## config.mk

```make
export PLATFORM = sky130hd
export DESIGN_NAME = usc_core
export DESIGN_NICKNAME = d
export VERILOG_FILES = /design/src/usc_pkg.sv /design/src/usc_clkgen.sv /design/src/usc_rxfifo.sv /design/src/usc_core.sv
export VERILOG_INCLUDE_DIRS = /design/src
export SDC_FILE = /design/constraint.sdc
export NUM_CORES = 1
export LEC_CHECK = 0
export ABC_AREA = 1
export BUFFER_PORTS_ARGS = -buffer_cell sky130_fd_sc_hd__buf_2
export CORE_AREA = 2 2 162 164
export DETAILED_ROUTE_END_ITERATION = 10
export DIE_AREA = 0 0 164 166
export PLACE_DENSITY = 0.67
export SLEW_MARGIN = 5
export SYNTH_ARGS = -nofsm -noshare
export SYNTH_HDL_FRONTEND = slang
export SYNTH_SLANG_ARGS = --single-unit
```

## constraint.sdc

```tcl
create_clock -name core_clk -period 5 [get_ports core_clk]
set_input_delay 0.25 -clock core_clk [delete_from_list [all_inputs] [get_ports core_clk]]
set_output_delay 0.25 -clock core_clk [all_outputs]
set_load 0.02 [all_outputs]
```

## src/usc_map.svh

```systemverilog
// Register offsets, field positions, reset values and counts of the USART core.
// Assumes byte addresses on a 32-bit AXI4-Lite bus, one register per word.
`ifndef USC_MAP_SVH
`define USC_MAP_SVH
// Register byte offsets
`define USC_OFS_DATA 8'h00
`define USC_OFS_CSA 8'h04
`define USC_OFS_CSB 8'h08
`define USC_OFS_CSC 8'h0C
`define USC_OFS_BDL 8'h10
`define USC_OFS_BDH 8'h14
`define USC_OFS_PDIR 8'h18
// Control and status A fields
`define USC_CSA_RXC 7
`define USC_CSA_TXC 6
`define USC_CSA_DRE 5
`define USC_CSA_FE 4
`define USC_CSA_DOR 3
`define USC_CSA_PE 2
`define USC_CSA_DSPEED 1
// Control B fields
`define USC_CSB_RXCIE 7
`define USC_CSB_TXCIE 6
`define USC_CSB_DREIE 5
`define USC_CSB_RXEN 4
`define USC_CSB_TXEN 3
`define USC_CSB_SIZE2 2
`define USC_CSB_RX9 1
`define USC_CSB_TX9 0
// Control and status C fields
`define USC_CSC_MODE 6
`define USC_CSC_PM_HI 5
`define USC_CSC_PM_LO 4
`define USC_CSC_STOP2 3
`define USC_CSC_SZ_HI 2
`define USC_CSC_SZ_LO 1
`define USC_CSC_POL 0
// Reset values
`define USC_CSB_RST 8'h00
`define USC_CSC_RST 8'h06
`define USC_DIV_RST 12'h000
// Samples per bit and transmit divider last counts
`define USC_OS_NORMAL 5'h10
`define USC_OS_DOUBLE 5'h08
`define USC_TXDIV_NORMAL 4'hF
`define USC_TXDIV_DOUBLE 4'h7
// Bus responses
`define USC_RESP_OKAY 2'h0
`define USC_RESP_SLVERR 2'h2
`endif

```

## src/usc_pkg.sv

```systemverilog
// Types shared by the USART core, its clock generator and its receive FIFO.
// Assumes usc_map.svh supplies all numeric constants.
package usc_pkg;
  // AXI4-Lite request from the master
  typedef struct packed {
    logic [7:0] awaddr;
    logic awvalid;
    logic [31:0] wdata;
    logic [3:0] wstrb;
    logic wvalid;
    logic bready;
    logic [7:0] araddr;
    logic arvalid;
    logic rready;
  } usc_axi_req_type;
  // AXI4-Lite answer from this slave
  typedef struct packed {
    logic awready;
    logic wready;
    logic bvalid;
    logic [1:0] bresp;
    logic arready;
    logic rvalid;
    logic [31:0] rdata;
    logic [1:0] rresp;
  } usc_axi_rsp_type;
  // Clock generator settings
  typedef struct packed {
    logic [11:0] div;
    logic div_load;
    logic dspeed;
    logic sync_mode;
    logic pin_dir;
    logic pol;
  } usc_clkcfg_type;
  // One received character with its status
  typedef struct packed {
    logic [8:0] data;
    logic fe;
    logic data_overrun_flag;
    logic pe;
  } usc_rxent_type;
  typedef enum logic [2:0] {TX_IDLE, TX_START, TX_DATA, TX_PAR, TX_STOP} usc_txst_type;
  typedef enum logic [2:0] {RX_IDLE, RX_START, RX_DATA, RX_PAR, RX_STOP} usc_rxst_type;
endpackage

```

## src/usc_clkgen.sv

```systemverilog
// Baud generator, transmit divider and sync clock pin handling.
// Assumes configuration comes from registers in the same clock domain.
`timescale 1ns/1ps
`include "usc_map.svh"
module usc_clkgen
  import usc_pkg::*;
(
  // Clock, reset, enable
  input wire logic core_clk,
  input wire logic sys_rst,
  input wire logic clk_en,
  // Settings
  input wire usc_clkcfg_type cfg,
  // Sync clock pin
  input wire logic sync_clock_pin_i,
  output logic sync_clock_pin_o,
  output logic sync_clock_pin_oe,
  // Bit strobes
  output logic tx_tick,
  output logic rx_tick
);
  typedef struct packed {
    logic [11:0] cnt;
    logic [3:0] txdiv;
    logic sync_clock_pin;
    logic s1;
    logic s2;
    logic s3;
  } usc_clkst_type;
  usc_clkst_type q, d;
  logic baud, master, rise, fall, change, sample, async_tx;
  logic [3:0] last;

  // Next state and strobes
  always_comb
  begin
    d = q;
    baud = clk_en && (q.cnt == 12'h000);
    // Reload on zero or low divisor write
    d.cnt = (q.cnt == 12'h000 || cfg.div_load) ? cfg.div : q.cnt - 12'h001;
    // Master when the pin drives out in sync mode
    master = cfg.sync_mode && cfg.pin_dir;
    if (baud && master)
      d.sync_clock_pin = ~q.sync_clock_pin;
    // First stage feeds only the second stage
    d.s1 = sync_clock_pin_i;
    d.s2 = q.s1;
    d.s3 = q.s2;
    rise = master ? (baud && !q.sync_clock_pin) : (clk_en && q.s2 && !q.s3);
    fall = master ? (baud && q.sync_clock_pin) : (clk_en && !q.s2 && q.s3);
    // Polarity picks change and sample edges
    change = cfg.pol ? fall : rise;
    sample = cfg.pol ? rise : fall;
    // Double speed only in async mode
    last = cfg.dspeed ? `USC_TXDIV_DOUBLE : `USC_TXDIV_NORMAL;
    async_tx = baud && (q.txdiv == last);
    if (baud)
      d.txdiv = async_tx ? 4'h0 : q.txdiv + 4'h1;
    // Master halves the baud output, slave uses pin edges
    tx_tick = cfg.sync_mode ? change : async_tx;
    rx_tick = cfg.sync_mode ? sample : baud;
  end

  // Pin is idle outside sync mode
  assign sync_clock_pin_o = q.sync_clock_pin;
  assign sync_clock_pin_oe = master;

  // State register
  always_ff @(posedge core_clk or posedge sys_rst)
  begin
    if (sys_rst)
      q <= '0;
    else if (clk_en)
      q <= d;
  end
endmodule

```

## src/usc_rxfifo.sv

```systemverilog
// Circular receive FIFO holding characters with their status bits.
// Assumes push is only asserted while not full.
`timescale 1ns/1ps
module usc_rxfifo
  import usc_pkg::*;
#(
  parameter int DEPTH = 2
)
(
  // Clock, reset, enable
  input wire logic core_clk,
  input wire logic sys_rst,
  input wire logic clk_en,
  // Write side
  input wire logic push,
  input wire usc_rxent_type push_ent,
  output logic full,
  // Read side
  input wire logic pop,
  output usc_rxent_type head,
  output logic not_empty
);
  localparam int PW = (DEPTH > 1) ? $clog2(DEPTH) : 1;
  localparam int CW = $clog2(DEPTH + 1);
  typedef struct packed {
    usc_rxent_type [DEPTH-1:0] mem;
    logic [PW-1:0] wp;
    logic [PW-1:0] rp;
    logic [CW-1:0] cnt;
  } usc_fifost_type;
  usc_fifost_type q, d;
  logic do_push, do_pop;

  // Pointers wrap at DEPTH; status stays with each entry
  always_comb
  begin
    d = q;
    do_push = push && !full;
    do_pop = pop && not_empty;
    if (do_push)
    begin
      d.mem[q.wp] = push_ent;
      d.wp = (q.wp == PW'(DEPTH - 1)) ? '0 : q.wp + PW'(1);
    end
    if (do_pop)
      d.rp = (q.rp == PW'(DEPTH - 1)) ? '0 : q.rp + PW'(1);
    d.cnt = q.cnt + CW'(do_push) - CW'(do_pop);
  end

  assign full = (q.cnt == CW'(DEPTH));
  assign not_empty = (q.cnt != '0);
  assign head = q.mem[q.rp];

  // State register
  always_ff @(posedge core_clk or posedge sys_rst)
  begin
    if (sys_rst)
      q <= '0;
    else if (clk_en)
      q <= d;
  end
endmodule

```

## src/usc_core.sv

```systemverilog
// USART core: AXI4-Lite registers, transmitter, receiver with third level.
// Assumes rxd and the sync clock pin arrive already in this domain's timing
// sense; the sync pin still passes a two-stage synchroniser.
//
// Overview of operation
// - Two-entry receive FIFO, a data read pops one if not empty
// - Frame error, overrun, ninth bit stored per entry
// - Shift register holds third character; overrun on start
// - Four clock modes, mode select picks sync
// - Double speed only acts in async mode
// - Pin direction picks master or slave clock
// - Down-counter reloads at zero or low write
// - Transmit divides baud by 16, 8 or 2
// - Receiver samples 16, 8 or 1 per bit
// - Divisor is twelve bits from high and low
// - Slave clock synchronised and edge detected, two cycles
// - Sample on edge opposite to data change
// - Polarity bit selects change and sample edges
// - Frames: 5-9 data, parity option, 1-2 stops
// - Start, data LSB first, parity, then stops
// - After stop, next frame or idle high
// - Three interrupts: tx complete, empty, rx complete
// - Parity is xor of data, inverted for odd
// - Only first stop bit checked for frame error
// - Buffer loads shifter when idle or after stop
//
// Decided for this implementation: the address map and the AXI4-Lite interface to the registers.
`timescale 1ns/1ps
`include "usc_map.svh"
module usc_core
  import usc_pkg::*;
#(
  parameter int RX_DEPTH = 2
)
(
  // Clock, reset, enable
  input wire logic core_clk,
  input wire logic sys_rst,
  input wire logic clk_en,
  // Register bus
  input wire usc_axi_req_type axi_req,
  output usc_axi_rsp_type axi_rsp,
  // Serial lines
  input wire logic rxd_in,
  output logic txd_out,
  // Sync clock pin
  input wire logic sync_clock_pin_i,
  output logic sync_clock_pin_o,
  output logic sync_clock_pin_oe,
  // Interrupt sources
  output logic irq_rx_complete,
  output logic irq_tx_complete,
  output logic irq_data_empty
);
  typedef struct packed {
    // Bus
    logic aw_got;
    logic [7:0] awaddr;
    logic w_got;
    logic [31:0] wdata;
    logic [3:0] wstrb;
    logic bvalid;
    logic [1:0] bresp;
    logic rvalid;
    logic [31:0] rdata;
    logic [1:0] rresp;
    // Configuration
    logic [7:0] csb;
    logic [7:0] csc;
    logic dspeed;
    logic [11:0] div;
    logic pdir;
    logic txc;
    // Transmitter
    usc_txst_type tst;
    logic [8:0] tbuf;
    logic tbufv;
    logic [8:0] tsh;
    logic [3:0] tbc;
    logic tpar;
    logic tsb;
    logic txd;
    // Receiver
    usc_rxst_type rst;
    logic [4:0] rsc;
    logic [3:0] rbc;
    logic [8:0] rsh;
    logic rpar;
    logic rpe;
    logic hold;
    usc_rxent_type hent;
    logic ovr_pend;
  } usc_corest_type;
  usc_corest_type q, d;

  usc_clkcfg_type cfg;
  usc_rxent_type head, pent;
  logic tx_tick, rx_tick, full, not_empty, push, pop;
  logic do_wr, do_rd, wr_ok, rd_ok, rx_bit, done;
  logic [2:0] size;
  logic [3:0] nbits;
  logic [4:0] nsamp;
  logic [8:0] aligned;
  logic [31:0] rval;

  // Clock settings seen by the generator
  always_comb
  begin
    cfg.div = q.div;
    cfg.div_load = do_wr && (q.awaddr == `USC_OFS_BDL) && q.wstrb[0];
    cfg.dspeed = q.dspeed;
    cfg.sync_mode = q.csc[`USC_CSC_MODE];
    cfg.pin_dir = q.pdir;
    cfg.pol = q.csc[`USC_CSC_POL];
  end

  usc_clkgen u_clkgen (
    .core_clk(core_clk),
    .sys_rst(sys_rst),
    .clk_en(clk_en),
    .cfg(cfg),
    .sync_clock_pin_i(sync_clock_pin_i),
    .sync_clock_pin_o(sync_clock_pin_o),
    .sync_clock_pin_oe(sync_clock_pin_oe),
    .tx_tick(tx_tick),
    .rx_tick(rx_tick)
  );

  usc_rxfifo #(
    .DEPTH(RX_DEPTH)
  ) u_rxfifo (
    .core_clk(core_clk),
    .sys_rst(sys_rst),
    .clk_en(clk_en),
    .push(push),
    .push_ent(pent),
    .full(full),
    .pop(pop),
    .head(head),
    .not_empty(not_empty)
  );

  // Frame format decode; reserved sizes fall back to eight bits
  always_comb
  begin
    size = {q.csb[`USC_CSB_SIZE2], q.csc[`USC_CSC_SZ_HI:`USC_CSC_SZ_LO]};
    if (size == 3'h7)
      nbits = 4'h9;
    else if (size <= 3'h3)
      nbits = {1'b0, size} + 4'h5;
    else
      nbits = 4'h8;
    // Async samples per bit; sync takes one sample per clock
    nsamp = q.dspeed ? `USC_OS_DOUBLE : `USC_OS_NORMAL;
    aligned = q.rsh >> (4'h9 - nbits);
  end

  // Bus handshakes: one write and one read in flight
  assign axi_rsp.awready = !q.aw_got && !q.bvalid;
  assign axi_rsp.wready = !q.w_got && !q.bvalid;
  assign axi_rsp.arready = !q.rvalid;
  assign axi_rsp.bvalid = q.bvalid;
  assign axi_rsp.bresp = q.bresp;
  assign axi_rsp.rvalid = q.rvalid;
  assign axi_rsp.rdata = q.rdata;
  assign axi_rsp.rresp = q.rresp;
  assign do_wr = q.aw_got && q.w_got && !q.bvalid;
  assign do_rd = axi_req.arvalid && !q.rvalid;
  assign wr_ok = (q.awaddr[1:0] == 2'h0) && (q.awaddr <= `USC_OFS_PDIR);
  assign rd_ok = (axi_req.araddr[1:0] == 2'h0) && (axi_req.araddr <= `USC_OFS_PDIR);
  // Each data read takes one entry, none when the FIFO is empty
  assign pop = do_rd && (axi_req.araddr == `USC_OFS_DATA);

  // Read data; status reflects the entry at the FIFO head
  always_comb
  begin
    rval = 32'h0000_0000;
    unique case (axi_req.araddr)
      `USC_OFS_DATA: rval[7:0] = not_empty ? head.data[7:0] : 8'h00;
      `USC_OFS_CSA:
      begin
        rval[`USC_CSA_RXC] = not_empty;
        rval[`USC_CSA_TXC] = q.txc;
        rval[`USC_CSA_DRE] = !q.tbufv;
        rval[`USC_CSA_FE] = not_empty && head.fe;
        rval[`USC_CSA_DOR] = not_empty && head.data_overrun_flag;
        rval[`USC_CSA_PE] = not_empty && head.pe;
        rval[`USC_CSA_DSPEED] = q.dspeed;
      end
      `USC_OFS_CSB:
      begin
        rval[7:0] = q.csb;
        rval[`USC_CSB_RX9] = not_empty && head.data[8];
      end
      `USC_OFS_CSC: rval[7:0] = q.csc;
      `USC_OFS_BDL: rval[7:0] = q.div[7:0];
      `USC_OFS_BDH: rval[3:0] = q.div[11:8];
      `USC_OFS_PDIR: rval[0] = q.pdir;
      default: rval = 32'h0000_0000;
    endcase
  end

  // Receive push: a fresh frame, or the held third-level character
  always_comb
  begin
    // Bit strobe first: done must not see last evaluation's value
    rx_bit = rx_tick && (q.csc[`USC_CSC_MODE] || q.rsc == nsamp - 5'h01);
    done = (q.rst == RX_STOP) && rx_bit;
    pent.data = aligned;
    // First stop bit alone decides the frame error
    pent.fe = !rxd_in;
    pent.data_overrun_flag = q.ovr_pend;
    pent.pe = q.rpe;
    if (!done)
      pent = q.hent;
    push = (done || q.hold) && !full;
  end

  // Whole block next state
  always_comb
  begin
    d = q;
    // Write address and data may arrive in either order
    if (axi_req.awvalid && axi_rsp.awready)
    begin
      d.aw_got = 1'b1;
      d.awaddr = axi_req.awaddr;
    end
    if (axi_req.wvalid && axi_rsp.wready)
    begin
      d.w_got = 1'b1;
      d.wdata = axi_req.wdata;
      d.wstrb = axi_req.wstrb;
    end
    if (q.bvalid && axi_req.bready)
      d.bvalid = 1'b0;
    if (do_wr)
    begin
      d.aw_got = 1'b0;
      d.w_got = 1'b0;
      d.bvalid = 1'b1;
      d.bresp = wr_ok ? `USC_RESP_OKAY : `USC_RESP_SLVERR;
      if (q.wstrb[0])
      begin
        unique case (q.awaddr)
          `USC_OFS_DATA:
          begin
            // A write into a full buffer is dropped
            if (!q.tbufv)
            begin
              d.tbuf = {q.csb[`USC_CSB_TX9], q.wdata[7:0]};
              d.tbufv = 1'b1;
            end
          end
          `USC_OFS_CSA:
          begin
            d.dspeed = q.wdata[`USC_CSA_DSPEED];
            if (q.wdata[`USC_CSA_TXC])
              d.txc = 1'b0;
          end
          `USC_OFS_CSB:
          begin
            d.csb = q.wdata[7:0];
            d.csb[`USC_CSB_RX9] = 1'b0;
          end
          `USC_OFS_CSC: d.csc = q.wdata[7:0];
          // Divisor halves form one twelve-bit value
          `USC_OFS_BDL: d.div[7:0] = q.wdata[7:0];
          `USC_OFS_BDH: d.div[11:8] = q.wdata[3:0];
          `USC_OFS_PDIR: d.pdir = q.wdata[0];
          default: d.bresp = `USC_RESP_SLVERR;
        endcase
      end
    end
    if (q.rvalid && axi_req.rready)
      d.rvalid = 1'b0;
    if (do_rd)
    begin
      d.rvalid = 1'b1;
      d.rdata = rval;
      d.rresp = rd_ok ? `USC_RESP_OKAY : `USC_RESP_SLVERR;
    end

    // Transmitter advances one bit per tick
    if (!q.csb[`USC_CSB_TXEN])
    begin
      d.tst = TX_IDLE;
      d.txd = 1'b1;
    end
    else if (tx_tick)
    begin
      unique case (q.tst)
        TX_IDLE:
        begin
          // Idle shifter takes the buffer on the next tick
          if (q.tbufv)
          begin
            d.tsh = q.tbuf;
            d.tbufv = 1'b0;
            d.txd = 1'b0;
            d.tst = TX_START;
          end
        end
        TX_START:
        begin
          d.txd = q.tsh[0];
          d.tpar = q.tsh[0];
          d.tsh = q.tsh >> 1;
          d.tbc = 4'h1;
          d.tst = TX_DATA;
        end
        TX_DATA:
        begin
          if (q.tbc < nbits)
          begin
            d.txd = q.tsh[0];
            d.tpar = q.tpar ^ q.tsh[0];
            d.tsh = q.tsh >> 1;
            d.tbc = q.tbc + 4'h1;
          end
          else if (q.csc[`USC_CSC_PM_HI])
          begin
            // Even parity is the xor, odd its inverse
            d.txd = q.tpar ^ q.csc[`USC_CSC_PM_LO];
            d.tst = TX_PAR;
          end
          else
          begin
            d.txd = 1'b1;
            d.tsb = 1'b0;
            d.tst = TX_STOP;
          end
        end
        TX_PAR:
        begin
          d.txd = 1'b1;
          d.tsb = 1'b0;
          d.tst = TX_STOP;
        end
        TX_STOP:
        begin
          if (q.csc[`USC_CSC_STOP2] && !q.tsb)
            d.tsb = 1'b1;
          else if (q.tbufv)
          begin
            // Back-to-back frame straight after the last stop
            d.tsh = q.tbuf;
            d.tbufv = 1'b0;
            d.txd = 1'b0;
            d.tst = TX_START;
          end
          else
          begin
            // Line rests high; frame complete
            d.txd = 1'b1;
            d.txc = 1'b1;
            d.tst = TX_IDLE;
          end
        end
      endcase
    end

    // Receiver sampling; sync mode samples once on the sample edge
    if (rx_tick)
      d.rsc = (rx_bit || q.rst == RX_IDLE) ? 5'h00 : q.rsc + 5'h01;
    if (!q.csb[`USC_CSB_RXEN])
      d.rst = RX_IDLE;
    else if (rx_tick)
    begin
      unique case (q.rst)
        RX_IDLE:
        begin
          if (!rxd_in)
          begin
            // New start while a character is held loses it
            if (q.hold && full)
            begin
              d.hold = 1'b0;
              d.ovr_pend = 1'b1;
            end
            d.rbc = 4'h0;
            d.rpar = q.csc[`USC_CSC_PM_LO];
            d.rst = q.csc[`USC_CSC_MODE] ? RX_DATA : RX_START;
          end
        end
        RX_START:
        begin
          // Mid-bit check rejects a false start
          if (q.rsc == (nsamp >> 1) - 5'h01)
          begin
            d.rsc = 5'h00;
            d.rst = rxd_in ? RX_IDLE : RX_DATA;
          end
        end
        RX_DATA:
        begin
          if (rx_bit)
          begin
            d.rsh = {rxd_in, q.rsh[8:1]};
            d.rpar = q.rpar ^ rxd_in;
            d.rbc = q.rbc + 4'h1;
            if (q.rbc + 4'h1 == nbits)
              d.rst = q.csc[`USC_CSC_PM_HI] ? RX_PAR : RX_STOP;
            d.rpe = 1'b0;
          end
        end
        RX_PAR:
        begin
          if (rx_bit)
          begin
            d.rpe = q.rpar ^ rxd_in;
            d.rst = RX_STOP;
          end
        end
        RX_STOP:
        begin
          // Second stop bit is never looked at
          if (rx_bit)
            d.rst = RX_IDLE;
        end
      endcase
    end
    // FIFO full: keep the finished character in the shifter
    if (done && full)
    begin
      d.hold = 1'b1;
      d.hent = pent;
      d.ovr_pend = 1'b0;
    end
    if (push)
    begin
      if (!done)
        d.hold = 1'b0;
      else
        d.ovr_pend = 1'b0;
    end
    // Completion sets even against a clearing write
    if (q.csb[`USC_CSB_TXEN] && tx_tick && q.tst == TX_STOP && !d.tbufv && d.tst == TX_IDLE)
      d.txc = 1'b1;
  end

  // Interrupt sources, each gated by its enable
  assign irq_rx_complete = q.csb[`USC_CSB_RXCIE] && not_empty;
  assign irq_tx_complete = q.csb[`USC_CSB_TXCIE] && q.txc;
  assign irq_data_empty = q.csb[`USC_CSB_DREIE] && !q.tbufv;
  assign txd_out = q.txd;

  // State register; reset leaves the line idle high
  always_ff @(posedge core_clk or posedge sys_rst)
  begin
    if (sys_rst)
    begin
      q <= '0;
      q.csb <= `USC_CSB_RST;
      q.csc <= `USC_CSC_RST;
      q.div <= `USC_DIV_RST;
      q.txd <= 1'b1;
    end
    else if (clk_en)
      q <= d;
  end
endmodule

```

After elaboration in Yosys (flattened, before gate mapping)
Cells that the tools add are included.

word-level totals
  input bits = 62
  word-level logic and storage cells = 341
  register bits after elaboration = 204
  output and inout bits = 47

operators by class
  mux-type cells = 110
  reductions and logical operators = 107
  $lt $le $gt $ge = 7
  shift-type cells = 1
  bitwise operators = 5
  eq/ne operators = 44
  $add $sub $neg = 13

operators by type and width
  kind                number
  $mux 12             5
  $eq 8x5->1 const B  6
  $mux 1              47
  $logic_and 1x1->1   44
  $mux 37             1
  $pmux 9 s4          1
  $mux 35             1
  $mux 3              11
  $eq 8x4->1 const B  4
  $pmux 3 s5          2
  $mux 14             2
  $mux 4              7
  $reduce_and 4->1    7
  $reduce_and 2->1    13
  $bwmux 24           1
  $mux 24             1
  $ne 3x3->1 const B  8
  $mux 21             1
  $mux 10             2
  $mux 5              4
  $pmux 4 s5          1
  $mux 9              2
  $pmux 3 s6          1
  $reduce_and 6->1    3
  52 further kinds    112

Depth between registers and ports, before layout
  depth in word-level cells = 17
  mapped depth = 18
  mapped depth without buffers = 18

Cells and area by module
A second synthesis with hierarchy kept.

unflattened totals
  cells, all modules = 1315
  area total of the unflattened synthesis = 10028.4 sq um

by module, submodules not included
  module      area an instance (sq um)  instances  cells each  sequential area each (sq um)
  usc_core    7253.2                    1          951         3181.8
  usc_rxfifo  1423.9                    1          177         700.7
  usc_clkgen  1351.3                    1          187         500.5

Worst setup path after synthesis
No wires, ideal clock.

  kind = flip-flop to flip-flop
  start point = reg q[82] (netlist bit)
  end point = reg q[44] (netlist bit)
  stages on the path, launching flop included = 16
  path slack = 2.442 ns
  arrival time = 2.434 ns
  period minus slack after synthesis = 2.558 ns
  buffers on the path = 2
  data required time = 4.876 ns
  setup time = 0.124 ns
  cell sequence = dfstp_2 -> ha_1 -> ha_1 -> inv_1 -> nand3_1 -> clkbuf_1 -> ha_1 -> o21ai_0 -> nand2_1 -> nand2_1 -> nand2_1 -> nand2_1 -> o2111ai_4 -> buf_6 -> nand2_1 -> o21ai_1

on the way
  cells in the longest elaborated chain, start to end = 6
  elaborated cells on any way between the ends = 8
  classes of those cells = 1 x add/sub; 2 x order compare; 2 x eq/ne; 2 x mux; 1 x reduce/logical

RTL lines
  element                                           RTL line                          source
  start: declaration                                usc_core.sv:94                    usc_corest_type q, d;
  $add 3x3->4 / $le 3x2->1 (equally long branches)  usc_core.sv:150, usc_core.sv:149
  $mux 4                                            usc_core.sv:149                   else if (size <= 3'h3)
  $mux 4 *                                          usc_core.sv:147                   if (size == 3'h7)
  $lt 4x4->1 *                                      usc_core.sv:314                   if (q.tbc < nbits)
  $ne 2x2->1 (no source line) *                     n/a
  $reduce_and 6->1 (no source line) *               n/a

Every way passes the cells marked *; elsewhere a longest branch is shown, timed or not.
A chain may end at the register's enable or synchronous reset.

Worst setup path in the final report
  start point = reg q[82] (netlist bit)
  end point = reg u_rxfifo.q[23] (netlist bit)

on the way
  cells in the longest elaborated chain, start to end = 7
  elaborated cells on any way between the ends = 9
  classes of those cells = 2 x add/sub; 1 x order compare; 1 x eq/ne; 1 x shift; 4 x mux

RTL lines
  element                                           RTL line                          source
  $add 3x3->4 / $le 3x2->1 (equally long branches)  usc_core.sv:150, usc_core.sv:149
  $mux 4                                            usc_core.sv:149
  $mux 4 *                                          usc_core.sv:147
  $sub 4x4->4 *                                     usc_core.sv:155                   aligned = q.rsh >> (4'h9 - nbits);
  $shr 9x4->9 *                                     usc_core.sv:155
  $mux 12 *                                         usc_core.sv:214                   if (!done)
  $bwmux 24 *                                       usc_rxfifo.sv:42                  d.mem[q.wp] = push_ent;
  end signal: assignment                            usc_rxfifo.sv:58                  q <= '0;
  end signal: assignment                            usc_rxfifo.sv:60                  q <= d;
  end: declaration                                  usc_rxfifo.sv:31                  usc_fifost_type q, d;

Marked as above.

==> summary.md <==
| Metric | Value |
|---|---|
| Hold Slack | `0.0105 ns` |
| Synth area leaders | `dfrtp_1 (44%), nand2_1 (14%), inv_1 (5.8%)` |
| Fillers | `roughly 2600` |
| Die Y | `166 um` |
| CTS sink count | `175` |
| IO Port Bufs | `55` |
| Number of flops mapped to enable cells by yosys | `0` |
| Share of total power in the clock network | `0.346` |
| Switch share | `0.339` |
| Psw | `approximately 1.4 mW` |
| Max Cap Viol | `0` |
| Max Buffers Root-to-Sink | `2` |
| CORE AREA | `0.0256 mm^2` |
| Fmax | `approximately 300 MHz` |
| Num CTS Buffers | `17` |
| Gr usage total | `0.182` |
| Max FO, Critical Path | `15` |
| Clock slew at reported path FFs | `0.07 ns` |
| Final worst path period need | `3.26 ns` |
| Setup CP Type | `reg -> reg` |
| Status | `completed` |
| Flops & latches, synth | `175` |
| Area delta synth->final | `10.0%` |
| GPL Wtd Cong | `0.891` |
| Pin count of the biggest net entering global routing | `between 100 and 150` |
| Synth top area share | `0.441` |
| Row count | `59` |
| Setup TNS Final | `0 ns` |
| Reg2reg path depth | `13` |
| H-tree depth | `4` |
| Area of the die | `between 0.02 and 0.03 mm^2` |
| Final wirelength | `about 24000 um` |
| Critical Path Source Type | `flip-flop` |
| Dpl hpwl | `roughly 17000 um` |
| Sequential fraction of the synthesis area | `0.449` |
| Final non-filler cell total | `~1600` |
| Cts hold-fix bufs | `0` |
| Endpoints failing setup | `0` |
| Synth unique cells | `55` |
| Most common cell in the netlist | `nand2_1` |
| Tot Pwr | `4.19 mW` |
| Cells after Synth | `1272` |
| Netlist Area Pre-Place | `0.00977 mm^2` |
| Worst path arrival time | `3.63 ns` |
| N_diodes | `0` |
| Post-synth top area cell | `dfrtp_1` |
| VDD IR max | `about 0.25 mV` |
| DRC | `0` |
| Antenna viol nets, final | `0` |
| Global-route wire length before repair | `40000 um` |
| Antenna violations before repair | `0` |
| Overall via count from detail_route | `~8400` |
| Final Util | `0.419` |
| Worst Path Required | `5.37 ns` |
| 1st-iter DRT viols | `597` |
| Initial Util | `0.381` |
| RSZ-0062 raised after global routing | `no` |
| Clk_skew | `0.0100 ns` |
| Most used DFF post-synth | `dfrtp_1` |
| Share of post-route cells with drive strength above 1 | `0.0965` |
| Syn avg cell area | `7.68 um^2` |
| Via density per instance | `between 5 and 6` |
| Hold Crit Class | `in -> async` |
| Layout Nets | `1371` |
| Clock root buffer | `clkbuf_16` |
| DIE WIDTH | `~160 um` |
| I/O Pins | `109` |
| Static Leakage | `5.30 nW` |
| Critical path capture point type | `flip-flop` |
| Synth warn | `0` |
| Drt wl/cell | `14.7 um` |
| Placed Cells | `1611` |
| Most frequent cells after synthesis | `nand2_1 (354), dfrtp_1 (172), inv_1 (150)` |
| Least-Margin Pin Slew | `0.972 ns` |
| Seq pwr share | `0.423` |
| Resize count post-CTS | `0` |
| Clock latency on the worst-skew pair | `0.43 ns` |
| Fin. Hold Viols | `0` |
| Power Density | `390 mW/mm^2` |
| Combinational power share | `0.232` |
| Vias in the first global route | `7951` |
| Congestion Overflow GR | `0` |
| Pre-Repair DR Iteration Count | `7` |
| Internal cell power | `2.77 mW` |
| Post-CTS Setup Bufs | `0` |
| Worst relative slew slack | `0.350` |
| Final slew viol count | `0` |
| CTS tree | `done` |
| Post-synthesis async set-or-reset flop share | `1.00` |
| Period utilization | `0.652` |
==> layout make-up <==
type	count	area, um^2	area share
inverter	154	583	0.0543
multi-input combinational	888	4420	0.411
tap	335	419	0.0390
timing repair buffer	59	305	0.0284
clock inverter	11	181	0.0169
sequential	175	4380	0.408
clock buffer	19	453	0.0422
==> per-stage QoR <==
step / instance area [um^2] / worst slack (ns)
2_1_floorplan: 9860 / 0.00976
3_3_place_gp: 10100 / 1.83
3_5_place_dp: 10100 / 1.72
4_1_cts: 10700 / 1.72
5_1_grt: 10700 / 1.41
6_report: 10700 / 1.74
==> worst max-delay path, cell delays in order, from the launching register on <==
cell     delay [ns]
dfstp_2        0.59
ha_1           0.21
ha_1           0.15
inv_1          0.04
nand2_1        0.07
nand3_1        0.44
ha_1           0.41
xor2_1         0.39
o21ai_0        0.18
a21oi_1        0.16
nand4_1        0.15
nand2_1        0.20
nand4_1        0.10
nand2_1        0.10
==> sequential cells by signal (all words and copies together) (netlist names) <==
name                       cells
q                             98
u_rxfifo.q                    28
u_clkgen.q                    17
cfg                           16
axi_rsp                       12
u_clkgen.d                     2
txd_out                        1
u_clkgen.sync_clock_pin_o      1
==> cells in the final DEF, fill, tap and decap left out, types with 5 or more instances in the layout <==
| cell | Yosys | layout |
|---|---|---|
| nand2_1 | 354 | 354 |
| dfrtp_1 | 172 | 172 |
| inv_1 | 150 | 149 |
| o21ai_0 | 111 | 111 |
| nor2_1 | 89 | 89 |
| a21oi_1 | 57 | 57 |
| buf_2 | 11 | 55 |
| nand4_1 | 45 | 45 |
| nand3_1 | 42 | 42 |
| conb_1 | 1 | 26 |
| nor3_1 | 24 | 24 |
| o21ai_1 | 17 | 17 |
| clkbuf_16 | 0 | 17 |
| xor2_1 | 14 | 14 |
| ha_1 | 14 | 14 |
| a22oi_1 | 8 | 8 |
| o22ai_1 | 8 | 8 |
| a31oi_1 | 6 | 6 |
| nand2_2 | 5 | 5 |
| mux2_2 | 5 | 5 |
| o211ai_1 | 5 | 5 |
==> kinds of logic (layout without fill, tap and decap cells) <==
group	after synthesis	in the layout	share of synthesized area
AND/OR/NAND/NOR	585	585	0.262
multiplexers	7	7	0.00781
adder cells (fa/ha/maj)	14	14	0.0179
buffers and inverters	234	243	0.108
AO/OA/AOI/OAI	238	238	0.139
flip-flops	175	175	0.449
other	1	26	0.000384
XOR/XNOR	18	18	0.0161
==> per-layer routing <==
| metal | track usage | up-vias | share of wire |
|---|---|---|---|
| met5 | 0 | - | 0 |
| met4 | 0.0557 | 0 | 0.020 |
| met3 | 0.0407 | 35 | 0.054 |
| met2 | 0.288 | 231 | 0.47 |
| met1 | 0.250 | 4020 | 0.46 |
| li1 | - | 4146 | - |
==> power by group through the flow <==
stage	Sequential (mW)	Combinational, mW	Clock, mW
final	1.77	0.970	1.45
after CTS	1.77	0.976	1.47
after detailed placement	1.79	0.971	0
after global routing	1.80	1.10	1.54
after floorplan	1.74	0.775	0
after global placement	1.79	0.948	0
==> path summary, 6_finish.rpt <==
check	startpoint	end	slack [ns]
hold reg to reg	u_rxfifo.q[14]$_DFFE_PP0P_	u_rxfifo.q[14]$_DFFE_PP0P_	0.48
setup / recovery	q[82]$_DFFE_PP1P_	u_rxfifo.q[23]$_DFFE_PP0P_	1.74
hold / removal	sys_rst	u_clkgen.q[8]$_DFFE_PP0P_	0.01
max in group asynchronous	sys_rst	u_rxfifo.q[6]$_DFFE_PP0P_	3.90
min in group core_clk	sync_clock_pin_i	u_clkgen.d[1]$_DFFE_PP0P_	0.02
setup reg to reg	q[82]$_DFFE_PP1P_	u_rxfifo.q[23]$_DFFE_PP0P_	1.74
Power figures use the tool's default switching activity.
